`src/pfs_pkg.sv`:
```
// Package with the register map, field layouts and carrier types of the port-1 pin function select block.
//
// Contract
// - First pin bit 7 routes it to touch key 9, only with analog enable set.
// - First pin bit 6 drives the pad with the enhanced LIN UART transmit output.
// - First pin bit 5 drives the pad with the classic UART transmit output.
// - First pin bit 4 makes the pad the capture/compare/PWM pin of module 5.
// - First pin bit 3 feeds the pad to the SPI as slave-select input.
// - Bit 2 of either register adds that pin's input to interrupt line B.
// - Bit 1 of either register adds that pin's input to interrupt line A.
// - Each interrupt line combines every selected pin's condition at once.
// - One pin may feed both interrupt lines independently at the same time.
// - Bit 0 of either register enables plain general-purpose I/O on that pin.
// - Reset clears every select bit, so all functions start disabled.

package pfs_pkg;

  localparam int unsigned PFS_ADDR_W = 16;
  localparam int unsigned PFS_DATA_W = 8;
  localparam int unsigned PFS_NUM_PINS = 2;

  localparam logic [PFS_ADDR_W-1:0] PFS_P11_CFG_OFS = 16'ha059;
  localparam logic [PFS_ADDR_W-1:0] PFS_P12_CFG_OFS = 16'ha05a;
  localparam logic [PFS_DATA_W-1:0] PFS_CFG_RST     = 8'h00;
  localparam logic [PFS_DATA_W-1:0] PFS_UNMAPPED_RD = 8'h00;

  // Bit positions shared by every pin register.
  localparam int unsigned PFS_BIT_GPIO  = 0;
  localparam int unsigned PFS_BIT_IRQ_A = 1;
  localparam int unsigned PFS_BIT_IRQ_B = 2;

  // Pin index within the register array.
  localparam int unsigned PFS_PIN_P11 = 0;
  localparam int unsigned PFS_PIN_P12 = 1;

  typedef struct packed {
    logic touch_key_9_sel;
    logic enh_uart_tx_sel;
    logic std_uart_tx_sel;
    logic ccp_ch5_pin_sel;
    logic spi_slave_select_sel;
    logic pin_irq_b_source_sel;
    logic pin_irq_a_source_sel;
    logic general_io_enable;
  } pfs_p11_cfg_t;

  typedef struct packed {
    logic touch_key_10_sel;
    logic i2c_master_data_sel;
    logic i2c_slave2_data_sel;
    logic pwm_ch0_out_sel;
    logic spi_mosi_sel;
    logic pin_irq_b_source_sel;
    logic pin_irq_a_source_sel;
    logic general_io_enable;
  } pfs_p12_cfg_t;

  // Digital drive of one pad: level and output enable.
  typedef struct packed {
    logic out;
    logic oe;
  } pfs_pad_t;

  localparam pfs_pad_t PFS_PAD_IDLE = '{out: 1'b0, oe: 1'b0};

endpackage

```
`src/pfs_port1_pin_function_select.sv`:
```
// Register pair and pad multiplexer for two port-1 pins.
`timescale 1ns/1ps
`default_nettype none

module pfs_port1_pin_function_select
  import pfs_pkg::*;
(
  input  wire logic                  clk_i,
  input  wire logic                  resetn_i,
  // Register port.
  input  wire logic [PFS_ADDR_W-1:0] reg_addr_i,
  input  wire logic [PFS_DATA_W-1:0] reg_wdata_i,
  input  wire logic                  reg_wr_i,
  input  wire logic                  reg_rd_i,
  output logic      [PFS_DATA_W-1:0] reg_rdata_o,
  // Pads: input level, output level, output enable.
  input  wire logic                  p11_pad_i,
  output logic                       p11_pad_o,
  output logic                       p11_pad_oe_o,
  input  wire logic                  p12_pad_i,
  output logic                       p12_pad_o,
  output logic                       p12_pad_oe_o,
  // Analog enables from the separate I/O configuration registers.
  input  wire logic                  p11_analog_pad_enable_i,
  input  wire logic                  p12_analog_pad_enable_i,
  // Touch-key channel connections.
  output logic                       touch_key_9_en_o,
  output logic                       touch_key_10_en_o,
  // UART transmitters.
  input  wire logic                  enhanced_lin_uart_txd_i,
  input  wire logic                  classic_uart_txd_i,
  // Capture/compare/PWM module 5 pin.
  input  wire logic                  counter_array_module_5_out_i,
  input  wire logic                  counter_array_module_5_oe_i,
  output logic                       counter_array_module_5_in_o,
  // SPI controller.
  output logic                       spi_ssn_n_o,
  input  wire logic                  spi_mosi_out_i,
  input  wire logic                  spi_mosi_oe_i,
  output logic                       spi_mosi_in_o,
  // I2C data lines; a low request pulls the line, a high one releases it.
  input  wire logic                  i2c_master_sda_out_i,
  output logic                       i2c_master_sda_in_o,
  input  wire logic                  i2c_slave2_sda_out_i,
  output logic                       i2c_slave2_sda_in_o,
  // PWM channel 0.
  input  wire logic                  pwm_ch0_out_i,
  // General-purpose I/O per pin.
  input  wire logic [PFS_NUM_PINS-1:0] gpio_out_i,
  input  wire logic [PFS_NUM_PINS-1:0] gpio_oe_i,
  output logic      [PFS_NUM_PINS-1:0] gpio_in_o,
  // Shared pin-interrupt conditions.
  output logic                       pin_irq_a_o,
  output logic                       pin_irq_b_o
);

  // One-hot register hit for an address.
  function automatic logic [PFS_NUM_PINS-1:0] pfs_hit(input logic [PFS_ADDR_W-1:0] addr);
    logic [PFS_NUM_PINS-1:0] hit;
    hit = '0;
    hit[PFS_PIN_P11] = (addr == PFS_P11_CFG_OFS);
    hit[PFS_PIN_P12] = (addr == PFS_P12_CFG_OFS);
    return hit;
  endfunction

  logic [PFS_DATA_W-1:0]   cfg_q [PFS_NUM_PINS];
  logic [PFS_NUM_PINS-1:0] wr_hit;
  logic [PFS_NUM_PINS-1:0] rd_hit;
  logic [PFS_NUM_PINS-1:0] pad_in;
  logic [PFS_NUM_PINS-1:0] irq_a_sel;
  logic [PFS_NUM_PINS-1:0] irq_b_sel;
  logic [PFS_NUM_PINS-1:0] gpio_sel;
  pfs_p11_cfg_t            p11_cfg;
  pfs_p12_cfg_t            p12_cfg;
  pfs_pad_t                p11_pad_d;
  pfs_pad_t                p12_pad_d;

  // Individual selects, named after the function that each one hands the pad to.
  logic                    p11_touch_sel;
  logic                    p11_enh_tx_sel;
  logic                    p11_std_tx_sel;
  logic                    p11_ccp_sel;
  logic                    p11_ssn_sel;
  logic                    p12_touch_sel;
  logic                    p12_master_sda_sel;
  logic                    p12_slave_sda_sel;
  logic                    p12_pwm_sel;
  logic                    p12_mosi_sel;
  logic                    p11_touch_conn;
  logic                    p12_touch_conn;
  logic [PFS_NUM_PINS-1:0] irq_a_hit;
  logic [PFS_NUM_PINS-1:0] irq_b_hit;

  assign wr_hit  = reg_wr_i ? pfs_hit(reg_addr_i) : '0;
  assign rd_hit  = reg_rd_i ? pfs_hit(reg_addr_i) : '0;
  assign p11_cfg = pfs_p11_cfg_t'(cfg_q[PFS_PIN_P11]);
  assign p12_cfg = pfs_p12_cfg_t'(cfg_q[PFS_PIN_P12]);
  assign pad_in  = {p12_pad_i, p11_pad_i};

  assign p11_touch_sel      = p11_cfg.touch_key_9_sel;
  assign p11_enh_tx_sel     = p11_cfg.enh_uart_tx_sel;
  assign p11_std_tx_sel     = p11_cfg.std_uart_tx_sel;
  assign p11_ccp_sel        = p11_cfg.ccp_ch5_pin_sel;
  assign p11_ssn_sel        = p11_cfg.spi_slave_select_sel;
  assign p12_touch_sel      = p12_cfg.touch_key_10_sel;
  assign p12_master_sda_sel = p12_cfg.i2c_master_data_sel;
  assign p12_slave_sda_sel  = p12_cfg.i2c_slave2_data_sel;
  assign p12_pwm_sel        = p12_cfg.pwm_ch0_out_sel;
  assign p12_mosi_sel       = p12_cfg.spi_mosi_sel;

  // A touch channel only takes the pad while its analog path is open as well.
  assign p11_touch_conn = p11_touch_sel & p11_analog_pad_enable_i;
  assign p12_touch_conn = p12_touch_sel & p12_analog_pad_enable_i;

  genvar g;
  generate
    for (g = 0; g < PFS_NUM_PINS; g++) begin : g_pin
      // Each register holds all eight written bits unchanged.
      always_ff @(posedge clk_i) begin
        if (!resetn_i) begin
          cfg_q[g] <= PFS_CFG_RST;
        end else if (wr_hit[g]) begin
          cfg_q[g] <= reg_wdata_i;
        end
      end

      assign irq_a_sel[g] = cfg_q[g][PFS_BIT_IRQ_A];
      assign irq_b_sel[g] = cfg_q[g][PFS_BIT_IRQ_B];
      assign gpio_sel[g]  = cfg_q[g][PFS_BIT_GPIO];
      assign irq_a_hit[g] = irq_a_sel[g] & pad_in[g];
      assign irq_b_hit[g] = irq_b_sel[g] & pad_in[g];

      always_ff @(posedge clk_i) begin
        if (!resetn_i) begin
          gpio_in_o[g] <= 1'b0;
        end else begin
          gpio_in_o[g] <= gpio_sel[g] & pad_in[g];
        end
      end
    end
  endgenerate

  // Read data stand only in the cycle after the read strobe.
  always_ff @(posedge clk_i) begin
    if (!resetn_i) begin
      reg_rdata_o <= PFS_UNMAPPED_RD;
    end else if (rd_hit[PFS_PIN_P11]) begin
      reg_rdata_o <= cfg_q[PFS_PIN_P11];
    end else if (rd_hit[PFS_PIN_P12]) begin
      reg_rdata_o <= cfg_q[PFS_PIN_P12];
    end else begin
      reg_rdata_o <= PFS_UNMAPPED_RD;
    end
  end

  // First pin drive, highest bit wins when several are set; bit 7 counts only while the analog enable is set.
  always_comb begin
    p11_pad_d = PFS_PAD_IDLE;
    if (p11_touch_conn) begin
      p11_pad_d = PFS_PAD_IDLE;
    end else if (p11_enh_tx_sel) begin
      p11_pad_d.out = enhanced_lin_uart_txd_i;
      p11_pad_d.oe  = 1'b1;
    end else if (p11_std_tx_sel) begin
      p11_pad_d.out = classic_uart_txd_i;
      p11_pad_d.oe  = 1'b1;
    end else if (p11_ccp_sel) begin
      p11_pad_d.out = counter_array_module_5_out_i;
      p11_pad_d.oe  = counter_array_module_5_oe_i;
    end else if (p11_ssn_sel) begin
      p11_pad_d = PFS_PAD_IDLE;
    end else if (gpio_sel[PFS_PIN_P11]) begin
      p11_pad_d.out = gpio_out_i[PFS_PIN_P11];
      p11_pad_d.oe  = gpio_oe_i[PFS_PIN_P11];
    end
  end

  // Second pin drive; I2C data is driven open-drain: low or released.
  always_comb begin
    p12_pad_d = PFS_PAD_IDLE;
    if (p12_touch_conn) begin
      p12_pad_d = PFS_PAD_IDLE;
    end else if (p12_master_sda_sel) begin
      p12_pad_d.out = 1'b0;
      p12_pad_d.oe  = ~i2c_master_sda_out_i;
    end else if (p12_slave_sda_sel) begin
      p12_pad_d.out = 1'b0;
      p12_pad_d.oe  = ~i2c_slave2_sda_out_i;
    end else if (p12_pwm_sel) begin
      p12_pad_d.out = pwm_ch0_out_i;
      p12_pad_d.oe  = 1'b1;
    end else if (p12_mosi_sel) begin
      p12_pad_d.out = spi_mosi_out_i;
      p12_pad_d.oe  = spi_mosi_oe_i;
    end else if (gpio_sel[PFS_PIN_P12]) begin
      p12_pad_d.out = gpio_out_i[PFS_PIN_P12];
      p12_pad_d.oe  = gpio_oe_i[PFS_PIN_P12];
    end
  end

  // Pad levels and enables are registered so the pads never see decode glitches.
  always_ff @(posedge clk_i) begin
    if (!resetn_i) begin
      p11_pad_o <= 1'b0;
    end else begin
      p11_pad_o <= p11_pad_d.out;
    end
  end

  always_ff @(posedge clk_i) begin
    if (!resetn_i) begin
      p11_pad_oe_o <= 1'b0;
    end else begin
      p11_pad_oe_o <= p11_pad_d.oe;
    end
  end

  always_ff @(posedge clk_i) begin
    if (!resetn_i) begin
      p12_pad_o <= 1'b0;
    end else begin
      p12_pad_o <= p12_pad_d.out;
    end
  end

  always_ff @(posedge clk_i) begin
    if (!resetn_i) begin
      p12_pad_oe_o <= 1'b0;
    end else begin
      p12_pad_oe_o <= p12_pad_d.oe;
    end
  end

  // Touch-key channels need the analog enable of the pad as well.
  always_ff @(posedge clk_i) begin
    if (!resetn_i) begin
      touch_key_9_en_o <= 1'b0;
    end else begin
      touch_key_9_en_o <= p11_touch_conn;
    end
  end

  always_ff @(posedge clk_i) begin
    if (!resetn_i) begin
      touch_key_10_en_o <= 1'b0;
    end else begin
      touch_key_10_en_o <= p12_touch_conn;
    end
  end

  // Peripheral inputs rest at their idle levels when the pin is not theirs.
  always_ff @(posedge clk_i) begin
    if (!resetn_i) begin
      counter_array_module_5_in_o <= 1'b0;
    end else begin
      counter_array_module_5_in_o <= p11_ccp_sel & p11_pad_i;
    end
  end

  // Slave select idles high so a deselected controller never sees itself chosen.
  always_ff @(posedge clk_i) begin
    if (!resetn_i) begin
      spi_ssn_n_o <= 1'b1;
    end else begin
      spi_ssn_n_o <= p11_ssn_sel ? p11_pad_i : 1'b1;
    end
  end

  always_ff @(posedge clk_i) begin
    if (!resetn_i) begin
      spi_mosi_in_o <= 1'b0;
    end else begin
      spi_mosi_in_o <= p12_mosi_sel & p12_pad_i;
    end
  end

  // Released I2C data reads high, as the bus pull-up would leave it.
  always_ff @(posedge clk_i) begin
    if (!resetn_i) begin
      i2c_master_sda_in_o <= 1'b1;
    end else begin
      i2c_master_sda_in_o <= p12_master_sda_sel ? p12_pad_i : 1'b1;
    end
  end

  always_ff @(posedge clk_i) begin
    if (!resetn_i) begin
      i2c_slave2_sda_in_o <= 1'b1;
    end else begin
      i2c_slave2_sda_in_o <= p12_slave_sda_sel ? p12_pad_i : 1'b1;
    end
  end

  // Each line is the OR of every pin selected for it; the two are independent.
  always_ff @(posedge clk_i) begin
    if (!resetn_i) begin
      pin_irq_a_o <= 1'b0;
    end else begin
      pin_irq_a_o <= |irq_a_hit;
    end
  end

  always_ff @(posedge clk_i) begin
    if (!resetn_i) begin
      pin_irq_b_o <= 1'b0;
    end else begin
      pin_irq_b_o <= |irq_b_hit;
    end
  end

endmodule

`default_nettype wire

```
`config.mk`:
```
export PLATFORM = sky130hd
export DESIGN_NAME = pfs_port1_pin_function_select
export DESIGN_NICKNAME = d
export VERILOG_FILES = /design/src/pfs_pkg.sv /design/src/pfs_port1_pin_function_select.sv
export SDC_FILE = /design/constraint.sdc
export NUM_CORES = 1
export LEC_CHECK = 0
export BUFFER_PORTS_ARGS = -buffer_cell sky130_fd_sc_hd__buf_2
export CAP_MARGIN = 20
export CORE_MARGIN = 4
export CORE_UTILIZATION = 42
export CTS_BUF_LIST = sky130_fd_sc_hd__clkbuf_4 sky130_fd_sc_hd__clkbuf_8 sky130_fd_sc_hd__clkbuf_16
export CTS_CLUSTER_DIAMETER = 150
export CTS_CLUSTER_SIZE = 8
export DETAILED_ROUTE_END_ITERATION = 8
export GPL_TIMING_DRIVEN = 0
export HOLD_SLACK_MARGIN = 0.06
export PLACE_DENSITY = 0.7
export SLEW_MARGIN = 20
export SYNTH_ARGS = -nofsm -noshare
export SYNTH_HDL_FRONTEND = slang
export SYNTH_SLANG_ARGS = --single-unit
```
`constraint.sdc`:
```
create_clock -name clk_i -period 1.4 [get_ports clk_i]
set_input_delay 0.07 -clock clk_i [delete_from_list [all_inputs] [get_ports clk_i]]
set_output_delay 0.07 -clock clk_i [all_outputs]
set_load 0.02 [all_outputs]
```
Word level (Yosys, flattened, before mapping):

Memory sizes are Yosys's and may differ from the RTL's.
Cells that the tools add are included.

* output and inout bits: 23
* memories kept: 1
* bits in writable memories: 16
* word-level logic and storage cells: 65
* register bits: 23
* bits of input ports: 45

Memories
* cfg_q: words 2, bits a word 8, rd ports 2, clocked after Yosys merged registers in 0, write ports 2, RTL line pfs_port1_pin_function_select.sv:66 `logic [PFS_DATA_W-1:0] cfg_q [PFS_NUM_PINS];`

* equal/unequal tests: 2
* mux-type cells: 23
* bitwise gates (word level): 15
* reduce and logical (&&, ||, !) cells: 8

Operator list (count)
* equality test 16 bit (second input constant): 2
* two-way mux 8 bit: 4
* two-way mux 2 bit: 10
* AND 1 bit: 10
* two-way mux 1 bit: 9
* OR reduction 2 bit: 4
* AND reduction 2 bit: 3
* OR reduction 4 bit: 1
* NOT 1 bit: 3
* OR 1 bit: 2

Depth between registers and ports, before layout:

Gate-level depths: netlist of the first run.

* depth after elaboration: 6
* depth in mapped cells: 4
* depth with buffers taken out: 3

Worst setup path after synthesis of the first run:

No wires, ideal clock.

* path type: input -> register
* start point: input reg_addr_i[0]
* end point: memory cfg_q[0][0] (enable)
* setup time: 0.374 ns
* path buffers: 1
* required time: 1.026 ns
* arrival: 1.068 ns
* slack: -0.041 ns
* stages on the path: 4
* cells stage by stage: nor2b_1 > buf_2 > nand2_1 > o21ai_1

RTL lines
* start, declared: RTL line pfs_port1_pin_function_select.sv:11 `input wire logic [PFS_ADDR_W-1:0] reg_addr_i,`
* end, declared: RTL line pfs_port1_pin_function_select.sv:66

==> results of run 1 <==
[kinds of logic (layout without fill, tap and decap cells)]
group / Yosys count / after routing / share of synthesized area [%]
buf+inv: 7 / 88 / 2.688
compound gates: 21 / 21 / 9.370
flops: 39 / 39 / 57.76
simple gates: 67 / 67 / 30.18
[cell type report]
cell class / instances / area [um^2]
tap: 48 / 60.06
fill: 321 / 1521
buffer: 6 / 40.04
timing repair buffer: 73 / 395.4
multi-input combinational: 88 / 665.6
clock buffer: 7 / 83.83
clock inverter: 1 / 5.005
inverter: 1 / 3.754
sequential: 39 / 940.9
[final timing paths]
check	cells past startpoint	startpoint	to	slack (ns)
min	3	counter_array_module_5_oe_i	p11_pad_oe_o	0.06
max reg2reg	3	cfg_q[1][3]	p12_pad_o	0.10
min reg2reg	2	cfg_q[1][2]	pin_irq_b_o	0.55
max	3	cfg_q[1][3]	p12_pad_o	0.10
[Yosys cell counts]
cell / number
a2111oi_0: 2
nand2_1: 20
a22oi_1: 10
and4bb_1: 2
a21oi_1: 3
nand2b_1: 1
and3_1: 6
a211oi_1: 1
o21ai_1: 2
nor3_2: 20
buf_2: 2
nor4b_4: 1
clkbuf_1: 2
nor2b_1: 5
dfxtp_1: 23
nand4_4: 1
edfxtp_1: 16
nand3b_1: 3
a221o_1: 2
nor4bb_1: 1
inv_2: 1
a21o_1: 1
nand4bb_1: 1
nor2_1: 2
nor3_1: 4
buf_6: 2
[through the flow]
stage          std cells  instance area (um^2)  hold slack [ns]  util (%)
2_1_floorplan        134                  1633           0.1759         -
3_3_place_gp         249                  2028           0.3204     54.58
3_5_place_dp         249                  2028           0.3202     54.58
4_1_cts              263                  2181          0.06126     58.69
5_1_grt              263                  2195          0.09193     59.06
6_report             263                  2195          0.05559     59.06
[cells in the final DEF (no fill, tap or decap), types with 2 or more instances in the layout]
cell type,count
a21oi_1,3
a221o_1,2
a22oi_1,10
and3_1,6
and4bb_1,2
buf_2,69
buf_6,2
clkbuf_1,2
clkbuf_4,2
clkbuf_8,5
dfxtp_1,23
dlygate4sd3_1,6
edfxtp_1,16
nand2_1,20
nand3b_1,3
nor2_1,2
nor2b_1,5
nor3_1,4
nor3_2,20
[power breakdown]
group,switching (mW),internal (mW),total (mW)
Combinational,0.138,0.114,0.252
Sequential,0.0318,1.23,1.26
Clock,0.354,0.388,0.742
[tightest hold or removal path: stages]
cell and delay (ns):
buf_2 0.07, a2111oi_0 0.07, nor2_1 0.08
[per-layer routing]
| layer | part of all wire [%] | global-route usage [%] | vias up |
|---|---|---|---|
| li1 | - | - | 660 |
| met1 | 39 | 17.85 | 652 |
| met2 | 53 | 29.21 | 49 |
| met3 | 6.5 | 5.324 | 8 |
| met4 | 2.0 | 6.596 | 0 |
| met5 | 0 | 0 | - |
[what timing repair did]
item | CTS | global route
endpoints found under the hold margin | 6 | 0
setup endpoints to repair | 8 | 9
hold buffers | 6 | 0
resized for setup | 1 | 3
==> metrics.md, run 1 <==
| Metric | Value |
|---|---|
| First-pass GRT wire length | 6410 um |
| Top cells by area, synth | edfxtp_1 (29%), dfxtp_1 (28%), nor3_2 (12%) |
| Core area | 3716 um^2 |
| Drt initial violations | 114 |
| Initial antenna violation count | 0 |
| Post-Syn Instances | 134 |
| CP top delay family | compound AO/OA/AOI/OAI gates |
| Max cap viols | 0 |
| RSZ-0062 raised after global routing | no |
| Syn avg cell area | 12.16 um^2 |
| Top reg by flops | cfg_q |
| Slowest stage cell, crit path | edfxtp_1 |
| Total CTS buffers | 5 |
| Critical path arrival | 1.48 ns |
| Vias | 1369 |
| Slew Limit Fails | 0 |
| Row count | 22 |
| Grt ovf | 0 |
| Clock transition at path regs | 0.07 ns |
| CTS tree | built |
| Initial core utilization | 43.84% |
| Status | complete, no violations |
| Setup TNS | 0 ns |
| Buffers on Ports | 67 |
| Power, Total | 2.251 mW |
| H-Tree Depth | 2 |
| # DRC | 0 |
| CP bufs+invs | 0 |
| Pwr Density | 1026 nW/um^2 |
| Critical Path Start Type | flop |
| Fmax | 771.2 MHz |
| Distinct cells, synth | 26 |
| Final Critical Period | 1.297 ns |
| Area growth syn-to-layout | 34.72% |
| Post-CTS setup buffer count | 0 |
| DP Wirelength | 3045 um |
| Final Cycle Share | 92.62% |
| Min-Delay Path Class | in2reg |
| Crit-path max cell delay | 0.46 ns |
| Mapped Area | 1629 um^2 |
| Critical Path, Cell by Cell | nand3b_1 > a21o_1 > a2111oi_2 |
| CP Data Required Time | 1.58 ns |
| Clock Tree Root | clkbuf_8 |
| Hold violation total from the final report | 0 |
| Final Net Count | 259 |
| Largest net degree at the start of global routing | 12 |
| Via density | 5.205 |
| Share of cells above drive strength 1 | 48.84% |
| LEAKAGE | 0.9064 nW |
| Synthesized flop and latch total | 39 |
| Syn Nets | 179 |
| CP Max Fanout | 6 |
| Clock sink count | 39 |
| Yosys warning total | 0 |
| GRT Total Usage | 16.45% |
| Antenna viol nets, final | 0 |
| Die Y | 70.28 um |
| Crit end category | flop |
| Worst-margin pin slew | 0.5118 ns |
| Largest register FFs | 16 |
| Die area | 4939 um^2 |
| CTS Buffer Depth | 2 |
| Routed wire per std cell | 14.94 um |
| Worst setup margin | 0.1033 ns |
| GPL Wtd Cong | 0.7776 |
| DIE WIDTH | 70.28 um |
| Slew margin rel. | 65.88% |
| Worst-skew pair later-pin latency | 0.28 ns |
| Top Registers | cfg_q (16), reg_rdata_o (8), gpio_in_o (2) |
| CP Class | reg2reg |
| Pre-antenna DRT Iters | 4 |
| Largest area contributor in the netlist | edfxtp_1 |
| Setup-failing EPs final | 0 |
| # IOs | 68 |
| Final WL | 3929 um |
| Vias in the first global route | 1386 |
| Max VDD drop | 0.0005018 V |
| Register area share after synthesis | 57.76% |
| Area share of the largest cell type after synthesis | 29.49% |
| Number of diodes | 0 |
| Skew final | 0.004148 ns |
| Worst slack at placement | -0.3715 ns |
No activity file was read; power rests on OpenSTA's default activity.
==> run 2: changes to the inputs <==
- ABC_AREA: unset -> 1
- CORE_UTILIZATION: 42 -> 43
- PLACE_DENSITY: 0.7 -> 0.71
==> run 2 against run 1 <==
  * Cell count rose by 17%
  * Final area grew 1.7%
  * Power shrank 0.53%
  * Clock skew is 0.00088 ns higher
  * Clock power barely moved
  * Critical endpoint is now cfg_q[1][1]
==> metrics.md, run 2 <==
| Metric | Value |
|---|---|
| Status | complete, no violations |
| CTS tree | built |
| Reg2reg end | p11_pad_o |
| GRT Total Usage | 16.54% |
| Final Cell Area | 2231 um^2 |
| # DRC | 0 |
| Final Cycle Share | 89.01% |
| Max VDD drop | 0.0005808 V |
| Worst-margin pin slew | 0.4661 ns |
| DIE WIDTH | 70.40 um |
| Area share of the largest cell type after synthesis | 28.70% |
| LEAKAGE | 1.074 nW |
| Clock transition at path regs | 0.07 ns |
| Via density | 4.661 |
| Commonest non-fill, non-tap cells in the layout | buf_2 (69), nor2_1 (32), nand2_1 (30) |
| Slowest stage cell, crit path | o21ai_2 |
| CP bufs+invs | 2 |
| Ys flop type | dfxtp_1 |
| Worst Reg-to-Reg Cells | 5 |
| CP Max Fanout | 10 |
| Routed wire per std cell | 12.56 um |
| Pwr Density | 1004 nW/um^2 |
| # IOs | 68 |
| Vias in the first global route | 1428 |
| Most instantiated cells after synthesis | nor2_1 (32), nand2_1 (30), inv_1 (25), dfxtp_1 (23), edfxtp_1 (16) |
| Final Critical Period | 1.246 ns |
| Distinct cells, synth | 21 |
| Buffers on Ports | 66 |
| Mapped Area | 1674 um^2 |
| Critical Path, Cell by Cell | buf_2 > nor2_1 > nand2_1 > nor2_4 > buf_8 > nand2_1 > o21ai_2 |
| Initial core utilization | 45.05% |
| Post-Syn Instances | 178 |
| Min-Delay Path Class | in2reg |
| Hold violation total from the final report | 0 |
| Top reg by flops | cfg_q |
| Worst-skew pair later-pin latency | 0.29 ns |
| Placed cell count | 292 |
| Share of cells above drive strength 1 | 36.29% |
| Max cap viols | 0 |
| Most frequent CP cell | nand2_1 |
| Register area share after synthesis | 56.20% |
| Vias | 1431 |
| Cell with the most instances after synthesis | nor2_1 |
| Area growth syn-to-layout | 33.26% |
| Cells resized by post-CTS repair | 0 |
| Fmax | 802.5 MHz |
| Total CTS buffers | 5 |
| Number of diodes | 0 |
| Initial antenna violation count | 0 |
| Syn Nets | 223 |
| First-pass GRT wire length | 6361 um |
| Commonest non-fill, non-tap cell in the layout | buf_2 |
| Largest net degree at the start of global routing | 12 |
| Setup-failing EPs final | 0 |
| Crit-path max cell delay | 0.39 ns |
| CP top delay family | simple AND/OR/NAND/NOR gates |
| FF-to-FF setup slack | 0.41 ns |
| Ys async rst share | 0% |
| Pre-antenna DRT Iters | 4 |
| GPL Wtd Cong | 0.8605 |
| Crit end category | flop |
| CP endpoint | cfg_q[1][1] |
| H-Tree Depth | 2 |
| Final Net Count | 303 |
| RSZ-0062 raised after global routing | no |
| Syn avg cell area | 9.405 um^2 |
| Largest register FFs | 16 |
| Die area | 4955 um^2 |
| Post-CTS setup buffer count | 0 |
| Core area | 3716 um^2 |
| Slew margin rel. | 68.93% |
| CP startpoint | reg_addr_i[11] |
| CP Data Required Time | 1.33 ns |
| Post-Place Cell Area | 2072 um^2 |
| Critical Path Start Type | primary input |
| Grt ovf | 0 |
| Final WL | 3855 um |
| Hold WS | 0.07148 ns |
| CTS Buffer Depth | 2 |
| Synthesized flop and latch total | 39 |
| Slew Limit Fails | 0 |
| Clock sink count | 39 |
| Drt initial violations | 86 |
| Largest area contributor in the netlist | edfxtp_1 |
| Yosys warning total | 0 |
| CP Class | in2reg |
| Top cells by area, synth | edfxtp_1 (29%), dfxtp_1 (28%), nor2_1 (7.2%) |
| Worst reg2reg startpoint | cfg_q[0][3] |
| DP Wirelength | 2924 um |
| Skew final | 0.005024 ns |
| Critical path arrival | 1.18 ns |
| Top Registers | cfg_q (16), reg_rdata_o (8), gpio_in_o (2) |
| Number of synthesized flops with an enable pin | 16 |
| Die Y | 70.40 um |
| Antenna viol nets, final | 0 |
| WP depth | 7 |
| Clock Tree Root | clkbuf_8 |
| Non-Filler Instances | 307 |
| Row count | 22 |
## run 2: cell types whose count changed after synthesis, moves of 10 or more
cell and delta:
nor2_1 +30, a21oi_1 +10, nand2_1 +10, inv_1 +25
nor3_2 -20, a22oi_1 -10
## run 2: worst reg2reg max path, delay by kind of cell, from the launching register on
kind            cells  cell delay (ns)
flops               1             0.45
compound gates      2             0.27
simple gates        2             0.12
buf+inv             1             0.08
## run 2: cell type report
cell class	instances	area (um^2)
inverters	25	93.84
multi-input cells	110	616.8
clock buffers	7	83.83
well taps	48	60.06
fillers	350	1485
plain buffers	4	30.03
clock inverters	1	5.005
repair buffers	73	400.4
flip-flops and latches	39	940.9
## run 2: kinds of logic after synthesis
logic type             share of synthesized area, %
AOI/OAI and AO/OA                             9.940
and+or+nand+nor                               26.46
DFF                                           56.20
buffers and inverters                         7.399
## run 2: through the flow
step | total power [mW] | worst slack (ns) | utilization, % | TNS [ns]
after floorplan | 1.392 | 0.1327 | - | 0
after global placement | 1.500 | -0.1391 | 55.76 | -1.921
after detailed placement | 1.505 | -0.1893 | 55.76 | -2.733
after CTS | 2.255 | 0.1197 | 60.03 | 0
after global routing | 2.341 | 0.02266 | 60.03 | 0
final | 2.239 | 0.1538 | 60.03 | 0
## run 2: worst min path at each step
stage                        from             endpoint  slack, ns  cells after the start
global route            p12_pad_i  i2c_master_sda_in_o       0.09                      3
CTS                  gpio_oe_i[0]         p11_pad_oe_o       0.07                      3
finish               gpio_oe_i[0]         p11_pad_oe_o       0.07                      3
floorplan               p12_pad_i  i2c_master_sda_in_o       0.18                      2
global placement    pwm_ch0_out_i            p12_pad_o       0.32                      3
detailed placement  pwm_ch0_out_i            p12_pad_o       0.31                      3
## run 2: power breakdown
| part | switching, mW | total [mW] | internal (mW) |
|---|---|---|---|
| clock | 0.356 | 0.743 | 0.388 |
| combinational | 0.138 | 0.242 | 0.104 |
| sequential | 0.0285 | 1.25 | 1.23 |
## run 2: repair_timing
action	in CTS	in global routing
endpoints found under the setup margin	0	0
hold buffers	7	0
endpoints found under the hold margin	7	0
## run 2: routing by layer
metal  track usage (%)  wire [um]
met1             19.86       1583
met3             5.755        346
met2             26.92       1847
met4             6.596         78
met5                 0          0
